===== src/hdl/scs_map.svh =====
// slow clock source select: offsets-free constant map (resets, codes)
// assumes inclusion by bare name from the package or design file
// Notes on behaviour
// RL1 - no crystal: run everything from rc clock
// RL2 - crystal present and running: use crystal clock
// RL3 - hold output phase stable during source change
// RL4 - crystal lost: revert to rc oscillator
// RL5 - sense bit: 0 rc, 1 crystal
// RL6 - flag set on every source change
// RL7 - interrupt only while change mask is clear
// RL8 - startup sequencer enables output drivers
// RL9 - power fsm and enable bit gate host clock
// RL10 - host enable resets to 1 on backup por
// RL11 - peripheral clock only in normal on mode
// RL12 - keep bit holds host clock in all states
// RL13 - keep bit clear: host clock off when off
// RL14 - drive field default 00, code 10 high-z
// RL15 - backup por resets clock configuration bits
// RL16 - flag latched; set wins over clear
`ifndef SCS_MAP_SVH
`define SCS_MAP_SVH
`define SCS_HOST_EN_RST 1'b1
`define SCS_KEEP_RST 1'b0
`define SCS_MASK_RST 1'b1
`define SCS_DRV_RST 2'h0
`define SCS_DRV_HIZ 2'h2
`define SCS_SENSE_RC 1'b0
`define SCS_SENSE_XTAL 1'b1
`endif


===== src/hdl/scs_pkg.sv =====
// slow clock source select: shared types
// assumes the map header supplies the constant values
package scs_pkg;
  typedef enum logic [1:0] {SCS_PWR_OFF, SCS_PWR_LOWPOWER, SCS_PWR_ON} scs_pwr_t;
  typedef struct packed {
    logic host_en;
    logic keep_on;
    logic change_mask;
    logic [1:0] drive;
  } scs_cfg_t;
endpackage


===== src/hdl/scs_clock_select.sv =====
// slow clock source select: picks rc or crystal slow clock, glitch-free, gates output buffers
// assumes slow clocks and crystal-good arrive as asynchronous pins, sampled at clk_sys
`timescale 1ns/10ps
`include "scs_map.svh"
module scs_clock_select (
  // system
  input wire logic clk_sys,
  input wire logic rst_n,
  input wire logic backup_domain_por_n,
  // oscillators
  input wire logic rc_clock_in,
  input wire logic xtal_clock_in,
  input wire logic xtal_running,
  // power state machine
  input wire logic startup_done,
  input wire scs_pkg::scs_pwr_t pwr_state,
  input wire logic lowpower_host_clock_prog,
  // configuration writes
  input wire logic cfg_write,
  input wire scs_pkg::scs_cfg_t cfg_wdata,
  input wire logic clock_source_change_clear,
  // status
  output logic clock_source_sense,
  output logic clock_source_change_flag,
  output logic clock_source_change_irq,
  output scs_pkg::scs_cfg_t cfg_rdata,
  // clock outputs
  output logic slow_clock_to_host,
  output logic slow_clock_to_host_oe,
  output logic slow_clock_to_peripherals,
  output logic slow_clock_to_peripherals_oe,
  output logic [1:0] peripheral_drive_level
);

  ////////////////////////////////////////////////////////////////////////////////
  // two-stage synchronisers: both slow clocks and crystal-good are asynchronous pins
  logic [1:0] rc_sync_reg;
  logic [1:0] xt_sync_reg;
  logic [1:0] good_sync_reg;
  logic sel_reg, sel_next, out_reg, out_next;
  logic switching_reg, switching_next;
  logic sense_d_reg;
  logic flag_reg, flag_next;
  scs_pkg::scs_cfg_t cfg_reg, cfg_next;
  logic en_reg;

  always_ff @(posedge clk_sys or negedge rst_n) begin
    if (!rst_n) rc_sync_reg <= 2'h0;
    else rc_sync_reg <= {rc_sync_reg[0], rc_clock_in};
  end

  always_ff @(posedge clk_sys or negedge rst_n) begin
    if (!rst_n) xt_sync_reg <= 2'h0;
    else xt_sync_reg <= {xt_sync_reg[0], xtal_clock_in};
  end

  // crystal-good restarts low after reset, so the rc clock is always the first source
  always_ff @(posedge clk_sys or negedge rst_n) begin
    if (!rst_n) good_sync_reg <= 2'h0;
    else good_sync_reg <= {good_sync_reg[0], xtal_running};
  end

  wire rc_s = rc_sync_reg[1];
  wire xt_s = xt_sync_reg[1];
  wire want_xtal = good_sync_reg[1]; // RL2 RL4
  // one source mux, so the old and the new clock pick cannot drift apart
  function automatic logic pick_clk(input logic use_xtal, input logic xt, input logic rc);
    pick_clk = use_xtal ? xt : rc;
  endfunction

  wire cur_clk = pick_clk(sel_reg, xt_s, rc_s);
  wire new_clk = pick_clk(want_xtal, xt_s, rc_s);

  ////////////////////////////////////////////////////////////////////////////////
  // switch only when both old and new clocks sit low, output held low meanwhile
  // a free-running output during the change could show a runt pulse
  wire switch_point = switching_reg && !cur_clk && !new_clk; // RL3
  wire need_switch = want_xtal != sel_reg;
  assign switching_next = need_switch && !switch_point;
  assign sel_next = switch_point ? want_xtal : sel_reg; // RL2 RL4
  assign out_next = (switching_reg || switching_next) ? (out_reg & cur_clk) : cur_clk; // RL1 RL3

  always_ff @(posedge clk_sys or negedge rst_n) begin
    if (!rst_n) begin
      sel_reg <= `SCS_SENSE_RC;
      switching_reg <= 1'b0;
      out_reg <= 1'b0;
      sense_d_reg <= `SCS_SENSE_RC;
    end else begin
      sel_reg <= sel_next;
      switching_reg <= switching_next;
      out_reg <= out_next;
      sense_d_reg <= sel_reg;
    end
  end

  assign clock_source_sense = sel_reg; // RL5
  wire src_changed = sel_reg != sense_d_reg;
  assign flag_next = src_changed | (flag_reg & !clock_source_change_clear); // RL6 RL16

  always_ff @(posedge clk_sys or negedge rst_n) begin
    if (!rst_n) flag_reg <= 1'b0;
    else flag_reg <= flag_next;
  end

  assign clock_source_change_flag = flag_reg;
  assign clock_source_change_irq = flag_reg & !cfg_reg.change_mask; // RL7

  ////////////////////////////////////////////////////////////////////////////////
  // configuration lives in the backup domain: only its por resets it
  assign cfg_next = cfg_write ? cfg_wdata : cfg_reg;

  always_ff @(posedge clk_sys or negedge backup_domain_por_n) begin
    if (!backup_domain_por_n) begin
      cfg_reg <= '{`SCS_HOST_EN_RST, `SCS_KEEP_RST, `SCS_MASK_RST, `SCS_DRV_RST}; // RL10 RL15
    end else begin
      cfg_reg <= cfg_next;
    end
  end

  assign cfg_rdata = cfg_reg;

  always_ff @(posedge clk_sys or negedge rst_n) begin
    if (!rst_n) en_reg <= 1'b0;
    else en_reg <= en_reg | startup_done; // RL8
  end

  wire pwr_on = pwr_state == scs_pkg::SCS_PWR_ON;
  wire pwr_lp = pwr_state == scs_pkg::SCS_PWR_LOWPOWER;
  // off never appears here, so a cleared keep bit drops the host clock in off
  wire host_by_state = pwr_on || (pwr_lp && lowpower_host_clock_prog); // RL9 RL13
  wire host_by_sw = cfg_reg.host_en && host_by_state; // RL9
  // keep bit overrides both the state machine and the enable bit
  wire host_on = en_reg && (cfg_reg.keep_on || host_by_sw); // RL12
  wire peri_hiz = cfg_reg.drive == `SCS_DRV_HIZ; // RL14
  // limitation: high impedance is shown only as a dropped output enable
  wire peri_on = en_reg && pwr_on && !peri_hiz; // RL11

  assign slow_clock_to_host = out_reg & host_on;
  assign slow_clock_to_host_oe = host_on;
  assign slow_clock_to_peripherals = out_reg & peri_on;
  assign slow_clock_to_peripherals_oe = peri_on;
  assign peripheral_drive_level = cfg_reg.drive; // RL14

  ////////////////////////////////////////////////////////////////////////////////
  // change flag and interrupt
  flag_set_a: assert property ( // RL6
    @(posedge clk_sys) disable iff (!rst_n) src_changed |=> clock_source_change_flag)
    else $error("change flag missed");
  flag_hold_a: assert property ( // RL16
    @(posedge clk_sys) disable iff (!rst_n) flag_reg && !clock_source_change_clear |=> flag_reg)
    else $error("flag dropped");
  flag_clear_a: assert property ( // RL16
    @(posedge clk_sys) disable iff (!rst_n)
    flag_reg && clock_source_change_clear && !src_changed |=> !flag_reg) else $error("no clear");
  irq_mask_a: assert property ( // RL7
    @(posedge clk_sys) disable iff (!rst_n) clock_source_change_irq |-> !cfg_reg.change_mask)
    else $error("masked irq");
  irq_raise_a: assert property ( // RL7
    @(posedge clk_sys) disable iff (!rst_n) flag_reg && !cfg_reg.change_mask |-> clock_source_change_irq)
    else $error("unmasked irq missing");

  // source switching
  glitch_low_a: assert property ( // RL3
    @(posedge clk_sys) disable iff (!rst_n) switching_reg && !out_reg |=> !out_reg)
    else $error("runt during switch");
  switch_low_a: assert property ( // RL3
    @(posedge clk_sys) disable iff (!rst_n) $changed(sel_reg) |-> !out_reg)
    else $error("switch while output high");
  follow_xtal_a: assert property ( // RL2
    @(posedge clk_sys) disable iff (!rst_n) !sel_reg && want_xtal |-> ##[1:400] sel_reg)
    else $error("no switch to crystal");
  revert_a: assert property ( // RL4
    @(posedge clk_sys) disable iff (!rst_n) sel_reg && !want_xtal |-> ##[1:400] !sel_reg)
    else $error("no revert");

  // output gating
  startup_gate_a: assert property ( // RL8
    @(posedge clk_sys) disable iff (!rst_n)
    !en_reg |-> !slow_clock_to_host_oe && !slow_clock_to_peripherals_oe) else $error("early oe");
  en_sticky_a: assert property ( // RL8
    @(posedge clk_sys) disable iff (!rst_n) en_reg |=> en_reg)
    else $error("driver enable lost");
  host_direct_a: assert property ( // RL9
    @(posedge clk_sys) disable iff (!rst_n)
    !cfg_reg.keep_on && !cfg_reg.host_en |-> !slow_clock_to_host_oe) else $error("host not off");
  lp_host_a: assert property ( // RL9
    @(posedge clk_sys) disable iff (!rst_n)
    en_reg && host_by_sw && pwr_lp |-> slow_clock_to_host_oe) else $error("lowpower host off");
  host_gate_a: assert property ( // RL9
    @(posedge clk_sys) disable iff (!rst_n) !slow_clock_to_host_oe |-> !slow_clock_to_host)
    else $error("host clock leaks");
  peri_on_a: assert property ( // RL11
    @(posedge clk_sys) disable iff (!rst_n) slow_clock_to_peripherals_oe |-> pwr_on)
    else $error("peri clock outside on");
  peri_gate_a: assert property ( // RL11
    @(posedge clk_sys) disable iff (!rst_n)
    !slow_clock_to_peripherals_oe |-> !slow_clock_to_peripherals) else $error("peri clock leaks");
  keep_host_a: assert property ( // RL12
    @(posedge clk_sys) disable iff (!rst_n) en_reg && cfg_reg.keep_on |-> slow_clock_to_host_oe)
    else $error("host clock off");
  off_host_a: assert property ( // RL13
    @(posedge clk_sys) disable iff (!rst_n)
    pwr_state == scs_pkg::SCS_PWR_OFF && !cfg_reg.keep_on |-> !slow_clock_to_host_oe)
    else $error("host clock in off");
  hiz_drv_a: assert property ( // RL14
    @(posedge clk_sys) disable iff (!rst_n) peri_hiz |-> !slow_clock_to_peripherals_oe)
    else $error("hiz");
  cfg_load_a: assert property ( // RL10
    @(posedge clk_sys) disable iff (!backup_domain_por_n) cfg_write |=> cfg_rdata == $past(cfg_wdata))
    else $error("config write lost");

  cov_to_xtal: cover property (@(posedge clk_sys) disable iff (!rst_n) !sel_reg ##1 sel_reg);
  cov_to_rc: cover property (@(posedge clk_sys) disable iff (!rst_n) sel_reg ##1 !sel_reg);
  cov_irq: cover property (@(posedge clk_sys) disable iff (!rst_n) clock_source_change_irq);
  cov_race: cover property (@(posedge clk_sys) disable iff (!rst_n)
    src_changed && clock_source_change_clear);
  cov_hiz: cover property (@(posedge clk_sys) disable iff (!rst_n) pwr_on && en_reg && peri_hiz);
endmodule


===== config.mk =====
export PLATFORM = sky130hd
export DESIGN_NAME = scs_clock_select
export DESIGN_NICKNAME = d
export VERILOG_FILES = /design/src/hdl/scs_pkg.sv /design/src/hdl/scs_clock_select.sv
export VERILOG_INCLUDE_DIRS = /design/src /design/src/hdl
export SDC_FILE = /design/constraint.sdc
export NUM_CORES = 1
export LEC_CHECK = 0
export BUFFER_PORTS_ARGS = -buffer_cell sky130_fd_sc_hd__clkbuf_2
export CAP_MARGIN = 5
export CORE_MARGIN = 8
export CORE_UTILIZATION = 38
export DETAILED_ROUTE_END_ITERATION = 10
export PLACE_DENSITY = 0.68
export SYNTH_ARGS = -nofsm -noshare
export SYNTH_HDL_FRONTEND = slang
export SYNTH_SLANG_ARGS = --single-unit

===== constraint.sdc =====
create_clock -name clk_sys -period 1.05 [get_ports clk_sys]
set_input_delay 0.21 -clock clk_sys [delete_from_list [all_inputs] [get_ports clk_sys]]
set_output_delay 0.21 -clock clk_sys [all_outputs]
set_load 0.01 [all_outputs]

==> flow_summary.ini, run 1 <==
[pwr]
p_leak_nw = 0.507
power_density_nw_per_um2 = 1810
vdd_drop_max_uv = 1160
total_power_mw = 1.87

[die]
die_x_um = 57.4
row_count = 15
start_util_pct = 39.0
top_level_ports = 31
core-area_um2 = 1670
dieArea_um2 = 3300
fp.dieH_um = 57.4

[global_route]
antenna_found_initial = 0
grt_overflow = 0
grt.total_usage_pct = 9.65
grt_max_degree = 13
grt_pass1_wl_um = 2470
grt_pass1_vias = 574

[critical_path]
cp_data_required_time_ps = 840
startpoint_type = register
worstSetupPathType = reg2out
slowest_stage = dfstp_2
path_delay_family = flip-flops
crit_start = cfg_rdata[4]
crit_buf_inv = 1
endpoint_kind = primary output
cpPeakStageDelay_ps = 550
worstPathArrival_ps = 1300
path_cells = o21ai_2, a31oi_2, and2_4, buf_6
worstPathMaxFanout = 2
r2r-start = rc_sync_reg[1]

[cts]
clock_path_buffers = 2
cts.sinks = 17
insertion_delay_ps = 290
cts_tree = done
root_buffer = clkbuf_4
ctsHtreeMaxLevel = 1
path_clk_slew_ps = 100
numCtsBuffers = 3

[drt]
route.detailed.wl_per_inst_um = 15.2
wirelength_um = 1640
drtIter0Drc = 9
vias = 515
ant_nets = 0
viasPerCell = 4.77
dr.pass1.iters = 4
drc = 0

[sta]
finalClockSkew_ps = 5.64
worst_pin_slew_ps = 301
fin_ws_ps = -458
fmax_mhz = 663
period_minus_slack_ps = 1510
drv_slew = 0
setup_tns_ps = -2990
setup_viol = 13
rsz0062_at_grt = yes
slew_headroom_pct = 80.0
final-hold-violation-count = 0
final.period_utilization_pct = 144

[logic_synthesis]
synth_mux_area_share_pct = 8.64
yosysUniqueCellTypes = 21
yosys.area_share.simple_pct = 12.3
synth_top_family_by_area = simple AND/OR/NAND/NOR gates
synth_xor_area_share_pct = 2.69
synth_compound_area_share_pct = 6.72
ys.warnings.count = 0
ys_seq_elements = 17
synth_fp_nets = 66
synth_area_per_cell_um2 = 13.3
yosysSeqAreaShare_pct = 65.6
netlist_instances = 49
synthAdderAreaFrac_pct = 0
netlist_area_um2 = 652

[status]
outcome = complete, but fails checks
failed_checks = setup timing

[layout]
layout-drive-gt1-share_pct = 60.4
fin_cells = 108
area_growth_pct = 58.3
fin_area_um2 = 1030
n_fill_cell = 145
largest_register_ffs = 3
nets = 109
antenna_cells = 0

[placement]
gp_congestion = 0.681
post_dp_cell_area_um2 = 861
portBuffers = 30
dp.cells = 98
dp_slack_ps = -172
dp_hpwl_um = 1190

[worst_hold_path]
worstHoldStart = xtal_clock_in
hp-class = in2reg

[job]
drv_cap = 0
metal layers:
metal	share of wire (%)	up-vias	global-route usage (%)	routed length [um]
li1	-	245	-	-
met1	42	252	10.3	682
met2	52	16	16.2	850
met3	5.5	2	2.02	90
met4	1.2	0	7.50	19
met5	0	-	0	0
per-stage QoR:
stage | utilization [%] | hold slack [ps]
finish | 61.8 | 20.7
global route | 61.8 | 9.15
CTS | 57.5 | 13.3
detailed placement | 51.5 | 31.1
global placement | 51.5 | 31.6
floorplan | - | -85.6
layout make-up:
class                           count  area, um2  share of cell area, %
Inverter                            3       11.3                   1.09
Clock inverter                      1       5.00                  0.485
Tap cell                           17       21.3                   2.06
Timing Repair Buffer               40        309                   29.9
Multi-Input combinational cell     27        234                   22.7
Clock buffer                        3       22.5                   2.18
Sequential cell                    17        429                   41.6
synth_stat cells:
cell type / number / share of area (%)
o21ai_1: 3 / 2.3
nand2b_1: 1 / 0.96
a21oi_1: 1 / 0.77
nand2_1: 2 / 1.2
and2_1: 2 / 1.9
o21ai_0: 1 / 0.77
nor3_2: 1 / 1.5
inv_2: 1 / 0.58
nor3b_2: 1 / 1.9
nor2_1: 3 / 1.7
buf_4: 2 / 2.3
nand3b_1: 1 / 1.2
a31oi_2: 1 / 1.9
dfstp_2: 2 / 8.1
dfrtp_1: 15 / 58
inv_1: 2 / 1.2
xnor2_1: 2 / 2.7
o22ai_1: 1 / 0.96
mux2_1: 5 / 8.6
nor2b_1: 1 / 0.96
or2_1: 1 / 0.96
where the power goes:
group,switching (mW),leakage (nW),internal [mW]
registers,0.0943,0.194,0.790
clock network,0.196,0.0177,0.141
logic,0.281,0.296,0.366
total,0.571,0.507,1.30
path summary, 6_finish.rpt:
kind | endpoint | slack [ps] | cells after the start
min in group asynchronous | peripheral_drive_level[1] | 270 | 2
worst min register to register | xt_sync_reg[1] | 360 | 0
max in group asynchronous | clock_source_sense | 460 | 2
worst max register to register | clock_source_sense | -10 | 2
worst max-delay path | slow_clock_to_host | -460 | 4
worst min-delay path | xt_sync_reg[0] | 20 | 1
cells by family after synthesis:
group / Yosys count
flops: 17
simple gates: 13
mux: 5
compound gates: 7
buf+inv: 5
xor+xnor: 2
timing repair:
item,4_1_cts,5_1_grt
pin swaps,2,2
hold buffers,2,0
endpoints found under the hold margin,17,0
setup endpoints to repair,14,14
setup buffers,2,3
gates resized for setup,7,20
cells in the final DEF (no fill, tap or decap), types with 2 or more instances in the layout:
master / count
and2_4: 2
buf_4: 5
buf_6: 11
clkbuf_2: 19
clkbuf_4: 3
clkbuf_8: 2
dfrtp_1: 14
dfstp_2: 2
dlygate4sd3_1: 2
inv_1: 2
mux2_1: 3
mux2_4: 2
nand2_1: 2
nor2_1: 3
o21ai_1: 2
xnor2_1: 2
(Power assumes the default switching activity.)
==> run 2: changes to the inputs <==
==> constraint.sdc (replaced) <==
create_clock -name clk_sys -period 1.05 [get_ports clk_sys]
set_input_delay 0.21 -clock clk_sys [delete_from_list [all_inputs] [get_ports clk_sys]]
set_output_delay 0.21 -clock clk_sys [all_outputs]
set_load 0.1 [all_outputs]
==> flow_summary.ini, run 2 (same netlist as run 1, synthesis figures left out) <==
[drt]
wirelength_um = 1680
drtIter0Drc = 4
route.detailed.wl_per_inst_um = 15.2
drc = 0
viasPerCell = 4.75
dr.pass1.iters = 4
vias = 523
ant_nets = 0

[cts]
insertion_delay_ps = 280
root_buffer = clkbuf_4
cts.sinks = 17
numCtsBuffers = 3
ctsHtreeMaxLevel = 1
clock_path_buffers = 2
path_clk_slew_ps = 90
cts_tree = done

[die]
top_level_ports = 31
die_x_um = 57.4
fp.dieH_um = 57.4
dieArea_um2 = 3300
start_util_pct = 39.0
core-area_um2 = 1670
row_count = 15

[worst_hold_path]
holdPathEnd = good_sync_reg[0]
worstHoldStart = xtal_running
holdPathStages = 1
hp-class = in2reg

[sta]
setup_tns_ps = -5160
drv_slew = 0
period_minus_slack_ps = 1700
final.period_utilization_pct = 162
fin_ws_ps = -655
fmax_mhz = 587
rsz0062_at_grt = yes
setup_viol = 15
final-hold-violation-count = 0
finalClockSkew_ps = 0.685
slew_headroom_pct = 81.1
worst_pin_slew_ps = 283

[job]
drv_cap = 0

[placement]
gp_congestion = 0.742
dp_hpwl_um = 1300
dp.cells = 100
portBuffers = 30

[critical_path]
cp_data_required_time_ps = 840
worstSetupPathType = reg2out
crit_buf_inv = 1
slowest_stage = dfstp_4
crit_start = cfg_rdata[4]
path_delay_family = flip-flops
rr_worst_depth = 3
worstPathMaxFanout = 2
path_cells = o21ai_4, a31oi_4, and2_4, buf_12
worstPathArrival_ps = 1490
cpPeakStageDelay_ps = 640
startpoint_type = register
r2r-start = peripheral_drive_level[1]
r2r_slack_ps = -50
endpoint_kind = primary output
reg2reg_to = peripheral_drive_level[1]

[layout]
nets = 111
layout_commonest_cell = clkbuf_2
final_cell_mix = clkbuf_2, buf_12, dfrtp_1
area_growth_pct = 94.4
fin_cells = 110
layout-drive-gt1-share_pct = 71.0
largest_register_ffs = 3
antenna_cells = 0

[global_route]
antenna_found_initial = 0
grt_pass1_wl_um = 2840
grt_overflow = 0
grt_pass1_vias = 580
grt_max_degree = 13
grt.total_usage_pct = 11.1

[pwr]
p_leak_nw = 0.581
vdd_drop_max_uv = 1370
power_density_nw_per_um2 = 2370

[status]
failed_checks = setup timing
outcome = complete, but fails checks
==> run 2: routing by layer <==
metal | vias to the layer above | part of all wire (%) | global-route usage (%)
met2 | 17 | 54 | 18.8
met1 | 254 | 39 | 12.2
met5 | - | 0 | 0
met4 | 0 | 0.60 | 4.29
li1 | 250 | - | -
met3 | 2 | 6.2 | 4.26
==> run 2: where the power goes <==
group	internal, mW	total (mW)	switching [mW]
Clock	0.141	0.332	0.191
Sequential	0.824	0.954	0.130
Combinational	0.706	1.72	1.02
Total	1.67	3.01	1.34
==> run 2: worst max-delay path by stage <==
| stage | end | cells past startpoint |
|---|---|---|
| after floorplan | slow_clock_to_peripherals | 3 |
| after detailed placement | slow_clock_to_host | 4 |
| after CTS | slow_clock_to_host | 4 |
| after global placement | slow_clock_to_host | 4 |
| after global routing | slow_clock_to_peripherals | 4 |
| final | slow_clock_to_host | 4 |
==> run 2: timing repair <==
item | CTS | global route
endpoints found under the setup margin | 17 | 19
setup buffers | 2 | 3
resized for setup | 8 | 6
hold buffers | 2 | 0
pin swaps | 5 | 0
endpoints found under the hold margin | 17 | 0
==> run 2: per-stage QoR <==
step / power [mW] / hold slack, ps / worst slack (ps) / util (%) / area, um2
2_1_floorplan: 1.94 / -85.6 / -1310 / - / 719
3_3_place_gp: 2.51 / 33.3 / -326 / 67.7 / 1130
3_5_place_dp: 2.53 / 39.5 / -348 / 67.7 / 1130
4_1_cts: 2.96 / 18.6 / -632 / 73.6 / 1230
5_1_grt: 3.15 / 5.91 / -716 / 75.9 / 1270
6_report: 3.01 / 28.0 / -655 / 75.9 / 1270
==> run 2: cell type report <==
cell class                 instances  area [um2]
clock inverter                     1        5.00
sequential                        17         454
tap                               17        21.3
multi-input combinational         27         273
fill                             114         403
clock buffer                       3        22.5
timing repair buffer              42         478
inverter                           3        13.8
